**src/hw/irq_ctrl_pkg.sv**
```systemverilog
/*
  constants, register map, source map and sequencer states of the
  interrupt controller of the 8-bit core.
  assumes a 100 MHz system clock and an APB master with 32-bit data.
*/
package irq_ctrl_pkg;
    localparam int PC_W = 13;
    localparam int NUM_SRC = 13;
    localparam int IDX_W = 4;
    // register byte offsets
    localparam logic [7:0] OFS_CTRL0 = 8'h00;
    localparam logic [7:0] OFS_CTRL1 = 8'h04;
    localparam logic [7:0] OFS_CTRL2 = 8'h08;
    localparam logic [7:0] OFS_CTRL3 = 8'h0C;
    localparam logic [7:0] OFS_EDGE = 8'h10;
    localparam logic [7:0] OFS_STATUS = 8'h14;
    localparam int NUM_REG = 6;
    localparam logic [7:0] RESET_VAL = 8'h00;
    // field positions
    localparam int GIE_BIT = 0;
    localparam int EDGE_A_LSB = 0;
    localparam int EDGE_B_LSB = 2;
    localparam int STAT_BUSY_BIT = 0;
    localparam int STAT_FULL_BIT = 1;
    localparam int STAT_IDX_LSB = 4;
    // edge select codes
    localparam logic [1:0] EDGE_OFF = 2'b00;
    localparam logic [1:0] EDGE_RISE = 2'b01;
    localparam logic [1:0] EDGE_FALL = 2'b10;
    localparam logic [1:0] EDGE_BOTH = 2'b11;
    // source index = priority = vector order:
    // 0 pin a, 1 pin b, 2 serial module, 3 low supply, 4 adc, 5 eeprom,
    // 6 time base a, 7 per timer p, 8 per timer a, 9 std timer p,
    // 10 std timer a, 11 serial port, 12 time base b
    localparam int SRC_PIN_A = 0;
    localparam int SRC_PIN_B = 1;
    localparam int SRC_REG [NUM_SRC] = '{0, 0, 0, 1, 1, 1, 1, 2, 2, 2, 2, 3, 3};
    localparam int SRC_FBIT [NUM_SRC] = '{4, 5, 6, 4, 5, 6, 7, 4, 5, 6, 7, 5, 4};
    localparam int SRC_EBIT [NUM_SRC] = '{1, 2, 3, 0, 1, 2, 3, 0, 1, 2, 3, 1, 0};
    // vector table base and spacing
    localparam logic [PC_W-1:0] VEC_BASE = 13'h0004;
    localparam logic [PC_W-1:0] VEC_STEP = 13'h0004;
    // sequencer states, gray along idle-push and idle-pop
    typedef enum logic [1:0] {
        ST_IDLE = 2'b00,
        ST_PUSH = 2'b01,
        ST_POP = 2'b10
    } seq_state_t;
endpackage

```
**src/hw/ext_pin_edge.sv**
```systemverilog
/*
  synchroniser, filter and edge detector of one external interrupt pin.
  assumes an asynchronous pin level and the system clock domain.
*/
`timescale 1ns/1ps
module ext_pin_edge
    import irq_ctrl_pkg::*;
(
    input wire logic clk,
    input wire logic rstn,
    input wire logic pinIn,
    input wire logic [1:0] edgeSel,
    input wire logic pinActive,
    output logic edgePulse
);
    logic sync1_q;
    logic sync2_q;
    logic sync3_q;
    logic level_q;
    logic pulse_q;
    wire agree = (sync2_q == sync3_q);
    wire levelNew = agree ? sync2_q : level_q;
    wire rose = levelNew & ~level_q;
    wire fell = ~levelNew & level_q;
    // edge type decode
    wire hitRise = rose & ((edgeSel == EDGE_RISE) | (edgeSel == EDGE_BOTH));
    wire hitFall = fell & ((edgeSel == EDGE_FALL) | (edgeSel == EDGE_BOTH));
    wire hit = pinActive & (hitRise | hitFall);

    // three-stage chain, level accepted when stages two and three agree
    always_ff @(posedge clk)
    begin
        if (!rstn)
        begin
            sync1_q <= 1'b0;
            sync2_q <= 1'b0;
            sync3_q <= 1'b0;
            level_q <= 1'b0;
            pulse_q <= 1'b0;
        end
        else
        begin
            sync1_q <= pinIn;
            sync2_q <= sync1_q;
            sync3_q <= sync2_q;
            level_q <= levelNew;
            pulse_q <= hit;
        end
    end

    assign edgePulse = pulse_q;

    // disabled field never yields an edge
    chk_edge_disabled: assert property (@(posedge clk) disable iff (!rstn)
        (edgeSel == EDGE_OFF) |=> !edgePulse || ($past(edgeSel) != EDGE_OFF))
        else $error("edge reported with edge field disabled");
endmodule

```
**src/hw/mcu_interrupt_controller.sv**
```systemverilog
/*
  interrupt controller: request flags, enables, global enable,
  priority selection, push/vector/pop sequencing and wake-up.
  assumes the core raises instrBoundary when an interrupt may enter,
  offers the top of its stack on popData while popStack is high,
  and reports stackFull; registers are reached over APB.
*/
// The APB register port and the placing of the registers are this design's own decisions.
`timescale 1ns/1ps
module mcu_interrupt_controller
    import irq_ctrl_pkg::*;
(
    input wire logic clk,
    input wire logic rstn,
    // apb slave
    input wire logic psel,
    input wire logic penable,
    input wire logic pwrite,
    input wire logic [7:0] paddr,
    input wire logic [31:0] pwdata,
    output logic [31:0] prdata,
    output logic pready,
    output logic pslverr,
    // external pins and their routing
    input wire logic pinA,
    input wire logic pinB,
    input wire logic pinAShareSel,
    input wire logic pinBShareSel,
    input wire logic pinADirIn,
    input wire logic pinBDirIn,
    input wire logic pinAPullSel,
    input wire logic pinBPullSel,
    output logic pinAPullEn,
    output logic pinBPullEn,
    // internal event pulses, indices 2 to 12
    input wire logic serialModuleEvt,
    input wire logic lowSupplyEvt,
    input wire logic adcDoneEvt,
    input wire logic eepromDoneEvt,
    input wire logic timeBaseAEvt,
    input wire logic perTimerPEvt,
    input wire logic perTimerAEvt,
    input wire logic stdTimerPEvt,
    input wire logic stdTimerAEvt,
    input wire logic serialPortEvt,
    input wire logic timeBaseBEvt,
    // core side
    input wire logic instrBoundary,
    input wire logic stackFull,
    input wire logic [PC_W-1:0] pcNext,
    input wire logic retiExec,
    input wire logic [PC_W-1:0] popData,
    input wire logic lowPower,
    output logic irqReq,
    output logic pushStack,
    output logic [PC_W-1:0] pushData,
    output logic popStack,
    output logic pcLoad,
    output logic [PC_W-1:0] pcLoadValue,
    output logic wakeUp
);
    logic [NUM_SRC-1:0] flags_q;
    logic [NUM_SRC-1:0] flags_d;
    logic [NUM_SRC-1:0] enables_q;
    logic [NUM_SRC-1:0] enables_d;
    logic gie_q;
    logic gie_d;
    logic [3:0] edgeCfg_q;
    seq_state_t state_q;
    seq_state_t state_d;
    logic [IDX_W-1:0] takeIdx_q;
    logic [PC_W-1:0] pushData_q;
    logic [PC_W-1:0] pcLoadValue_q;
    logic pushStack_q;
    logic popStack_q;
    logic pcLoad_q;
    logic wakeUp_q;
    logic pullA_q;
    logic pullB_q;
    logic [31:0] prdata_q;
    logic [7:0] rdByte [NUM_REG];
    logic [IDX_W-1:0] takeIdx;
    logic edgeA;
    logic edgeB;

    // vector address of a source, one distinct slot each
    function automatic logic [PC_W-1:0] vecAddr(input logic [IDX_W-1:0] idx);
        vecAddr = VEC_BASE + ({{(PC_W-IDX_W){1'b0}}, idx} * VEC_STEP);
    endfunction

    // lowest pending index wins
    function automatic logic [IDX_W-1:0] pickLowest(input logic [NUM_SRC-1:0] req);
        pickLowest = '0;
        for (int i = NUM_SRC - 1; i >= 0; i--)
        begin
            if (req[i])
            begin
                pickLowest = IDX_W'(i);
            end
        end
    endfunction

    // apb decode
    wire [5:0] regIdx = paddr[7:2];
    wire mapped = (paddr[1:0] == 2'b00) && (paddr <= OFS_STATUS);
    wire access = psel & penable;
    wire setup = psel & ~penable;
    wire wrNow = access & pwrite & mapped;
    wire wrCtrl0 = wrNow & (paddr == OFS_CTRL0);
    wire wrEdge = wrNow & (paddr == OFS_EDGE);
    wire [3:0] wrCtrl = {wrNow & (paddr == OFS_CTRL3), wrNow & (paddr == OFS_CTRL2),
                         wrNow & (paddr == OFS_CTRL1), wrCtrl0};
    assign pready = 1'b1;
    assign pslverr = access & ~mapped;
    assign prdata = prdata_q;

    // external pins: active only when routed to interrupt and set as input
    wire pinAActive = pinAShareSel & pinADirIn;
    wire pinBActive = pinBShareSel & pinBDirIn;

    ext_pin_edge pinAEdge (
        .clk(clk),
        .rstn(rstn),
        .pinIn(pinA),
        .edgeSel(edgeCfg_q[EDGE_A_LSB +: 2]),
        .pinActive(pinAActive),
        .edgePulse(edgeA)
    );

    ext_pin_edge pinBEdge (
        .clk(clk),
        .rstn(rstn),
        .pinIn(pinB),
        .edgeSel(edgeCfg_q[EDGE_B_LSB +: 2]),
        .pinActive(pinBActive),
        .edgePulse(edgeB)
    );

    // event vector in source order
    wire [NUM_SRC-1:0] evtSet = {timeBaseBEvt, serialPortEvt, stdTimerAEvt, stdTimerPEvt,
                                 perTimerAEvt, perTimerPEvt, timeBaseAEvt, eepromDoneEvt,
                                 adcDoneEvt, lowSupplyEvt, serialModuleEvt, edgeB, edgeA};

    // request selection
    wire [NUM_SRC-1:0] pendingEn = flags_q & enables_q;
    wire canTake = gie_q & ~stackFull & (state_q == ST_IDLE) & ~pcLoad_q;
    assign takeIdx = pickLowest(pendingEn);
    assign irqReq = canTake & (|pendingEn);
    wire takeNow = irqReq & instrBoundary;
    wire retiNow = retiExec & (state_q == ST_IDLE) & ~pcLoad_q & ~takeNow;
    wire [NUM_SRC-1:0] takeMask = takeNow ? (NUM_SRC'(1) << takeIdx) : '0;
    wire [NUM_SRC-1:0] lowerMask = (NUM_SRC'(1) << takeIdx) - NUM_SRC'(1);

    // per-source flag and enable next values
    generate
        for (genvar i = 0; i < NUM_SRC; i++)
        begin : gSrc
            wire wrHit = wrCtrl[SRC_REG[i]];
            wire flagSw = wrHit ? pwdata[SRC_FBIT[i]] : flags_q[i];
            // service clears, a fresh event still wins
            assign flags_d[i] = (flagSw & ~takeMask[i]) | evtSet[i];
            assign enables_d[i] = wrHit ? pwdata[SRC_EBIT[i]] : enables_q[i];
        end
    endgenerate

    // global enable: software may set it again inside a routine
    assign gie_d = takeNow ? 1'b0 : (wrCtrl0 ? pwdata[GIE_BIT] : gie_q);

    // sequencer next state
    always_comb
    begin
        state_d = state_q;
        case (state_q)
            ST_IDLE:
            begin
                if (takeNow)
                begin
                    state_d = ST_PUSH;
                end
                else if (retiNow)
                begin
                    state_d = ST_POP;
                end
            end
            ST_PUSH: state_d = ST_IDLE;
            ST_POP: state_d = ST_IDLE;
            default: state_d = ST_IDLE;
        endcase
    end

    // register readback
    always_comb
    begin
        for (int r = 0; r < NUM_REG; r++)
        begin
            rdByte[r] = RESET_VAL;
        end
        for (int i = 0; i < NUM_SRC; i++)
        begin
            rdByte[SRC_REG[i]][SRC_FBIT[i]] = flags_q[i];
            rdByte[SRC_REG[i]][SRC_EBIT[i]] = enables_q[i];
        end
        rdByte[0][GIE_BIT] = gie_q;
        rdByte[4][3:0] = edgeCfg_q;
        rdByte[5][STAT_BUSY_BIT] = (state_q != ST_IDLE);
        rdByte[5][STAT_FULL_BIT] = stackFull;
        rdByte[5][STAT_IDX_LSB +: IDX_W] = takeIdx_q;
    end

    wire [31:0] rdWord = mapped ? {24'h000000, rdByte[regIdx[2:0]]} : 32'h00000000;

    // control state
    always_ff @(posedge clk)
    begin
        if (!rstn)
        begin
            flags_q <= '0;
            enables_q <= '0;
            gie_q <= 1'b0;
            edgeCfg_q <= 4'h0;
            state_q <= ST_IDLE;
        end
        else
        begin
            flags_q <= flags_d;
            enables_q <= enables_d;
            gie_q <= gie_d;
            edgeCfg_q <= wrEdge ? pwdata[3:0] : edgeCfg_q;
            state_q <= state_d;
        end
    end

    // push, vector load and pop pulses
    always_ff @(posedge clk)
    begin
        if (!rstn)
        begin
            takeIdx_q <= '0;
            pushData_q <= '0;
            pcLoadValue_q <= '0;
            pushStack_q <= 1'b0;
            popStack_q <= 1'b0;
            pcLoad_q <= 1'b0;
        end
        else
        begin
            pushStack_q <= takeNow;
            popStack_q <= retiNow;
            pcLoad_q <= (state_q == ST_PUSH) | (state_q == ST_POP);
            if (takeNow)
            begin
                takeIdx_q <= takeIdx;
                pushData_q <= pcNext;
            end
            if (state_q == ST_PUSH)
            begin
                pcLoadValue_q <= vecAddr(takeIdx_q);
            end
            else if (state_q == ST_POP)
            begin
                pcLoadValue_q <= popData;
            end
        end
    end

    // wake, pull-high and read data
    always_ff @(posedge clk)
    begin
        if (!rstn)
        begin
            wakeUp_q <= 1'b0;
            pullA_q <= 1'b0;
            pullB_q <= 1'b0;
            prdata_q <= 32'h00000000;
        end
        else
        begin
            wakeUp_q <= lowPower & (|(evtSet & ~flags_q));
            pullA_q <= pinAPullSel;
            pullB_q <= pinBPullSel;
            prdata_q <= setup ? rdWord : prdata_q;
        end
    end

    assign pushStack = pushStack_q;
    assign pushData = pushData_q;
    assign popStack = popStack_q;
    assign pcLoad = pcLoad_q;
    assign pcLoadValue = pcLoadValue_q;
    assign wakeUp = wakeUp_q;
    assign pinAPullEn = pullA_q;
    assign pinBPullEn = pullB_q;

    // events always latch
    chk_flag_latch: assert property (@(posedge clk) disable iff (!rstn)
        (evtSet != '0) |=> ((flags_q & $past(evtSet)) == $past(evtSet)))
        else $error("event did not set its flag");

    chk_take_enabled: assert property (@(posedge clk) disable iff (!rstn)
        takeNow |-> (flags_q[takeIdx] && enables_q[takeIdx]))
        else $error("interrupt taken from a disabled source");

    chk_gie_blocks: assert property (@(posedge clk) disable iff (!rstn)
        !gie_q |=> !pushStack)
        else $error("interrupt entered with global enable low");

    chk_push_load: assert property (@(posedge clk) disable iff (!rstn)
        takeNow |=> (pushStack && pushData == $past(pcNext)) ##1
        (pcLoad && !pushStack && pcLoadValue == vecAddr($past(takeIdx, 2))))
        else $error("push then vector load out of sequence");

    chk_return_from_irq_instr_pop: assert property (@(posedge clk) disable iff (!rstn)
        retiNow |=> popStack ##1 (pcLoad && pcLoadValue == $past(popData)))
        else $error("return did not restore popped pc");

    chk_gie_cleared: assert property (@(posedge clk) disable iff (!rstn)
        takeNow |=> !gie_q ##1 (!irqReq || $past(wrCtrl0)))
        else $error("global enable not cleared on service");

    chk_stack_full: assert property (@(posedge clk) disable iff (!rstn)
        stackFull |=> !pushStack)
        else $error("interrupt taken with stack full");

    chk_wake_new: assert property (@(posedge clk) disable iff (!rstn)
        (lowPower && (evtSet & ~flags_q) != '0) |=> wakeUp)
        else $error("newly set flag did not wake");

    chk_wake_cause: assert property (@(posedge clk) disable iff (!rstn)
        wakeUp |-> $past(lowPower) && ($past(evtSet) & ~$past(flags_q)) != '0)
        else $error("wake without a new flag");

    chk_flag_cleared: assert property (@(posedge clk) disable iff (!rstn)
        (takeNow && !evtSet[takeIdx] && !wrCtrl[SRC_REG[takeIdx]])
        |=> !flags_q[$past(takeIdx)])
        else $error("serviced flag not cleared");

    chk_priority: assert property (@(posedge clk) disable iff (!rstn)
        takeNow |-> ((pendingEn & lowerMask) == '0))
        else $error("lower vector pending was skipped");
endmodule

```
**config.mk**
```make
export PLATFORM = sky130hd
export DESIGN_NAME = mcu_interrupt_controller
export DESIGN_NICKNAME = d
export VERILOG_FILES = /design/src/hw/irq_ctrl_pkg.sv /design/src/hw/ext_pin_edge.sv /design/src/hw/mcu_interrupt_controller.sv
export SDC_FILE = /design/constraint.sdc
export NUM_CORES = 1
export LEC_CHECK = 0
export BUFFER_PORTS_ARGS = -buffer_cell sky130_fd_sc_hd__buf_2
export CORE_ASPECT_RATIO = 1.2
export CORE_MARGIN = 3
export CORE_UTILIZATION = 45
export CTS_CLUSTER_SIZE = 10
export DETAILED_ROUTE_END_ITERATION = 8
export PLACE_DENSITY = 0.77
export REMOVE_ABC_BUFFERS = 1
export SLEW_MARGIN = 20
export SYNTH_ARGS = -nofsm -noshare
export SYNTH_HDL_FRONTEND = slang
export SYNTH_SLANG_ARGS = --single-unit
```
**constraint.sdc**
```tcl
create_clock -name clk -period 1.85 [get_ports clk]
set_input_delay 0.2775 -clock clk [delete_from_list [all_inputs] [get_ports clk]]
set_output_delay 0.2775 -clock clk [all_outputs]
set_load 0.02 [all_outputs]
```
==> metrics.cfg, run 1 <==
[routing]
vias=4063
via_per_inst=5.36
firstDrtPassIters=5
ant_nets=0
drt_first_iter_violations=250
drt_wl_total_microns=12300
drc=0
wire_per_inst_microns=16.2

[critical_path]
rr_startpoint=flags_q[8]
crit_path_end_kind=flip-flop
crit_path_top_delay_cell=dfxtp_1
crit_arrival_ps=2050
rr_worst_depth=8
cp_max_fo=7
critPathLaunchType=flip-flop
crit_top_cell=buf_4
cp_data_required_time_ps=2110
worstSetupPathType=reg2reg
slowest_delay_ps=350
rrSetupSlack_ps=50
crit_chain=a22oi_2, nand3_2, buf_4, o21a_4, buf_4, buf_12, mux2i_1, nor2_1
r2r-end=pushData[5]

[floorplanning]
die_w_microns=94.7
io-pin-count=161
dieArea_sq_mm=0.0106
die_h_microns=112
rows=38
design.core.area_sq_mm=0.00913
initial_core_util_pct=46.5

[grt]
antenna_found_initial=0
grt_use_total_pct=22.4
grt_pass1_vias=3864
grt_pass1_wl_microns=18700
gr-total-overflow=0
grt_start_max_net_pins=29

[final_layout]
syn_to_final_growth_pct=30.6
final_common_cell=buf_2
diodes=0
layout.nets=730
final_layout_size_suffix_gt1_share_pct=33.2
design_area_sq_mm=0.00555
layout_common_cells=buf_2, dfxtp_1, nor2_1, buf_4, mux2i_1

[min_path]
hold_class=in2reg
worstHoldStart=pinB
hold-path-endpoint=pinBEdge.sync1_q
min_path_cells=2

[cts]
ctsHoldBuffers=0
clock-sinks=87
htreeDepth=3
cts_root_buf=clkbuf_8
clockBufferDepth=2
cts_buffers=9
clkTransAtPathRegs_ps=80
clk_latency_ps=370
tritoncts=built

[timing]
clock_skew_ps=16.9
max_clock_freq_mhz=556
rsz0062_at_grt=true
setup_violations=0
drv_slew=0
finalHoldViolations=0
maxSlewHeadroom_pct=57.2
finalCritPeriodShare_pct=97.2
finalCriticalPeriod_ps=1800
hold_slack_ps=124
worst_pin_slew_ps=638

[logic_synthesis]
ys_types=54
yosys.area.top_type_share_pct=41.0
synth_seq_cells=87
synthArstFlopShare_pct=0
ys_warn_count=0
syn-cell-area_sq_mm=0.00425
ys_seq_area_share_pct=41.0
yosys.area.top_type=dfxtp_1
synth_enable_flop_cells=0
ys_top_cells_by_area=dfxtp_1, mux2i_1, nor2_1, buf_4, a21oi_1
synth_cells=483
avgSynthCellArea_sq_um=8.79
synthFlopType=dfxtp_1

[placement]
finalWeightedCongestion=0.925
dp_hpwl_microns=9560
portBuffers=111
dpl_cell_area_sq_mm=0.00514

[power]
powerDensity_mw_per_mm2=696
finalPower_mw=3.86
leakage_nw=2.37
irDropWorstVdd_uv=444

[flow_run]
cap_violations=0

[run_status]
status=finished clean

how the worst max path moves through the flow:
| stage | start | to | slack, ps | cells after the start |
|---|---|---|---|---|
| 6_report | flags_q[8] | pushData[5] | 50 | 8 |
| 5_1_grt | state_q[1] | pushData[9] | -30 | 9 |
| 4_1_cts | state_q[0] | pushData[9] | 10 | 9 |
| 3_5_place_dp | state_q[1] | pushData[3] | -150 | 9 |
| 3_3_place_gp | paddr[1] | flags_q[3] | -120 | 7 |
| 2_1_floorplan | paddr[1] | flags_q[3] | -850 | 5 |
synthesized netlist by cell type, drive strengths merged (2+ instances only):
library cell and count:
nand4 3, o311a 4, a22o 3, o211ai 3
a221oi 6, o22ai 6, nor3b 2, a21oi 30
and2 12, a31oi 6, o2bb2ai 2, nor2 64
o21a 3, a211oi 5, conb 2, a211o 2
or3 2, a31o 2, a2bb2oi 2, o21ai 5
a32o 2, inv 24, mux4 4, ha 3
clkbuf 17, nor4 4, buf 30, dfxtp 87
nand2 37, nand3 16, nor2b 13, o32ai 2
mux2i 46, nand2b 8, a22oi 8, nor3 6
nand4bb 2
report_power, final:
group,leakage (nW),internal [mW],switching [mW]
Sequential,0.711,1.92,0.0388
Combinational,1.56,0.199,0.288
Clock,0.101,0.734,0.679
Total,2.37,2.85,1.01
metal layers:
| metal | GRT usage (%) | vias to the layer above | wire (microns) |
|---|---|---|---|
| met4 | 6.54 | 0 | 161 |
| met2 | 39.6 | 142 | 6410 |
| li1 | - | 1946 | - |
| met1 | 27.5 | 1963 | 4960 |
| met3 | 3.82 | 12 | 740 |
| met5 | 0 | - | 0 |
worst max-delay path: cells and delay by family (launching register included):
kind | cells | cell delay, ps
AOI/OAI and AO/OA | 2 | 520
buffers and inverters | 3 | 440
DFF | 1 | 350
muxes | 1 | 160
and+or+nand+nor | 2 | 230
cell families after synthesis:
family / Yosys count / share of synthesized area, %
simple gates: 173 / 20.3
compound gates: 95 / 15.6
flops: 87 / 41.0
buf+inv: 71 / 8.66
mux: 50 / 13.0
fa+ha+maj: 3 / 0.884
other cells: 2 / 0.177
xor+xnor: 2 / 0.413
per-stage QoR:
step	utilization [%]	setup TNS (ps)	instances	setup slack, ps
after floorplan	-	-12240	459	-854
after CTS	60.1	0	755	14.1
after global placement	56.3	-2690	735	-121
final	60.8	0	758	51.6
after detailed placement	56.3	-3180	735	-151
after global routing	60.8	-164	758	-32.4
registers in the layout, indices dropped and copies added, names as in the netlist, 2 cells and up:
signal	count
takeIdx_q	4
prdata	8
pcLoadValue	13
edgeCfg_q	4
pushData	13
flags_q	13
enables_q	13
state_q	2
timing repair:
action / 4_1_cts / 5_1_grt
setup buffers: 4 / 3
gates resized for setup: 20 / 7
endpoints found under the setup margin: 32 / 11
gates cloned: 1 / 0
pin swaps: 6 / 6
area by class of cell:
type	instances	area, sq um
Clock buffer	12	165
Clock inverter	4	52.6
Fill cell	797	3580
Inverter	24	90.1
Multi-Input combinational cell	348	2320
Sequential cell	87	1750
Tap cell	120	150
Timing Repair Buffer	163	1010
(Power assumes the default switching activity.)
==> run 2, diff against run 1 <==
- CORE_UTILIZATION: 45 -> 53
- PLACE_DENSITY: 0.77 -> 0.85
- clock period: 1.85 -> 2.1 ns (I/O delays scaled with it)
==> run 2 against run 1 <==
  * Die area decreased by 14%
  * Sequential share of layout area is 2.4 points higher
  * Worst setup slack better by 46 ps
  * Sequential cell count is the same
  * Non-clock buffer count down 35
  * Via count fell by 4.0%
  * Combinational power decreased by 21%
  * Largest cell class unchanged
==> metrics.cfg, run 2 (synthesis gave the netlist of run 1 again) <==
[placement]
dp.cells=679  ; was 735
dp_hpwl_microns=8650  ; was 9560 microns
portBuffers=111  ; unchanged
pre_cts_ws_ps=23.2  ; was -151 ps
dpl_cell_area_sq_mm=0.00490  ; was 0.00514 sq mm
finalWeightedCongestion=0.965  ; was 0.925

[cts]
cts_root_buf=clkbuf_8  ; unchanged
tritoncts=built  ; unchanged
clkTransAtPathRegs_ps=90  ; was 80 ps
cts_buffers=9  ; unchanged
htreeDepth=3  ; unchanged
clock-sinks=87  ; unchanged
clk_latency_ps=370  ; about the same
clockBufferDepth=2  ; unchanged

[final_layout]
utilization_pct=66.1  ; was 60.8%
design_area_sq_mm=0.00512  ; was 0.00555 sq mm
diodes=0  ; unchanged
syn_to_final_growth_pct=20.6  ; was 30.6%
instances_no_fill=695  ; was 758
final_layout_size_suffix_gt1_share_pct=26.5  ; was 33.2%
final_common_cell=buf_2  ; unchanged
layout_common_cells=buf_2, dfxtp_1, nor2_1, mux2i_1, nand2_1  ; was buf_2, dfxtp_1, nor2_1, buf_4, mux2i_1
layout.nets=695  ; was 730

[floorplanning]
initial_core_util_pct=54.8  ; was 46.5%
die_h_microns=104  ; was 112 microns
design.core.area_sq_mm=0.00775  ; was 0.00913 sq mm
die_w_microns=87.7  ; was 94.7 microns
rows=35  ; was 38
io-pin-count=161  ; unchanged
dieArea_sq_mm=0.00913  ; was 0.0106 sq mm

[critical_path]
worstSetupPathType=reg2out  ; was reg2reg
crit_path_top_delay_cell=dfxtp_1  ; unchanged
rrSetupSlack_ps=110  ; was 50 ps
cp_max_fo=6  ; was 7
r2r-end=flags_q[10]  ; was pushData[5]
cp_data_required_time_ps=1780  ; was 2110 ps
rr_worst_depth=8  ; unchanged
slowest_delay_ps=380  ; was 350 ps
critPathLaunchType=flip-flop  ; unchanged
crit_buf_inv=1  ; was 3
crit_arrival_ps=1690  ; was 2050 ps
crit_path_end_kind=output port  ; was flip-flop
cp_top_family=compound AO/OA/AOI/OAI gates  ; unchanged
rr_startpoint=state_q[1]  ; was flags_q[8]
crit_chain=a22oi_1, nand4_1, o21a_1, buf_2  ; was a22oi_2, nand3_2, buf_4, o21a_4, buf_4, buf_12, mux2i_1, nor2_1

[timing]
rsz0062_at_grt=true  ; unchanged
finalHoldViolations=0  ; unchanged
clock_skew_ps=16.4  ; was 16.9 ps
setup_tns_ps=0  ; unchanged
maxSlewHeadroom_pct=62.6  ; was 57.2%
finalCriticalPeriod_ps=2000
fin_ws_ps=97.3  ; was 51.6 ps
hold_slack_ps=150  ; was 124 ps
finalCritPeriodShare_pct=95.4
max_clock_freq_mhz=499
setup_violations=0  ; unchanged
worst_pin_slew_ps=557  ; was 638 ps
drv_slew=0  ; unchanged

[min_path]
worstHoldStart=pinAPullSel  ; was pinB
min_path_cells=2  ; unchanged
hold_class=in2reg  ; unchanged
hold-path-endpoint=pinAPullEn  ; was pinBEdge.sync1_q

[power]
leakage_nw=2.17  ; was 2.37 nW
irDropWorstVdd_uv=379  ; was 444 uV
powerDensity_mw_per_mm2=647  ; was 696 mW/mm^2
finalPower_mw=3.31  ; was 3.86 mW

[routing]
met2WireLength_microns=5760  ; was 6410 microns
ant_nets=0  ; unchanged
m1WireLength_microns=4570  ; was 4960 microns
via_per_inst=5.61  ; was 5.36
top_layer_used=met4  ; unchanged
drc=0  ; unchanged
wire_per_inst_microns=16.2  ; about the same
firstDrtPassIters=4  ; was 5
drt_first_iter_violations=263  ; was 250
vias=3902  ; was 4063
route.met3.wl_microns=661  ; was 740 microns
drt_wl_total_microns=11300  ; was 12300 microns

[grt]
grt_use_total_pct=24.7  ; was 22.4%
antenna_found_initial=0  ; unchanged
grt_start_max_net_pins=68  ; was 29
gr-total-overflow=0  ; unchanged
grt_pass1_wl_microns=17800  ; was 18700 microns
grt_pass1_vias=3703  ; was 3864

[flow_run]
cap_violations=0  ; unchanged

[run_status]
status=finished clean  ; unchanged

run 2: cell count changes in the layout (fill, tap and decap cells not counted), sizes merged:
cell and delta:
buf -34, bufbuf -1, clkbuf -3, clkinv +3, clkinvlp -3, inv +3
run 2: how the worst max path moves through the flow:
stage	slack (ps)	startpoint	cells past startpoint	endpoint
finish	100	flags_q[4]	4	irqReq
global route	-30	state_q[0]	9	state_q[1]
CTS	6	flags_q[7]	4	irqReq
detailed placement	20	paddr[1]	7	enables_q[6]
global placement	80	paddr[1]	7	flags_q[3]
floorplan	-640	paddr[1]	5	flags_q[3]
run 2: per-layer routing:
layer | GRT usage (%) | up-vias
li1 | - | 1888
met1 | 30.1 | 1842
met2 | 41.7 | 145
met3 | 4.68 | 27
met4 | 10.6 | 0
met5 | 0 | -
run 2: area by class of cell:
cell class                 instances  area (sq um)
multi-input combinational        348          2250
fill                             664          2630
tap                               92           115
inverter                          24          90.1
clock inverter                     7          77.6
timing repair buffer             128           721
sequential                        87          1740
clock buffer                       9           124
run 2: repair_timing:
| item | CTS | global route |
|---|---|---|
| endpoints found under the setup margin | 0 | 10 |
| hold buffers | 0 | 0 |
| buffers inserted | 0 | 0 |
| gates resized for setup | 0 | 4 |
run 2: power breakdown:
part	leakage (nW)	internal, mW	switching (mW)
clock network	0.106	0.564	0.632
registers	0.708	1.69	0.0367
logic	1.36	0.149	0.238
total	2.17	2.41	0.906
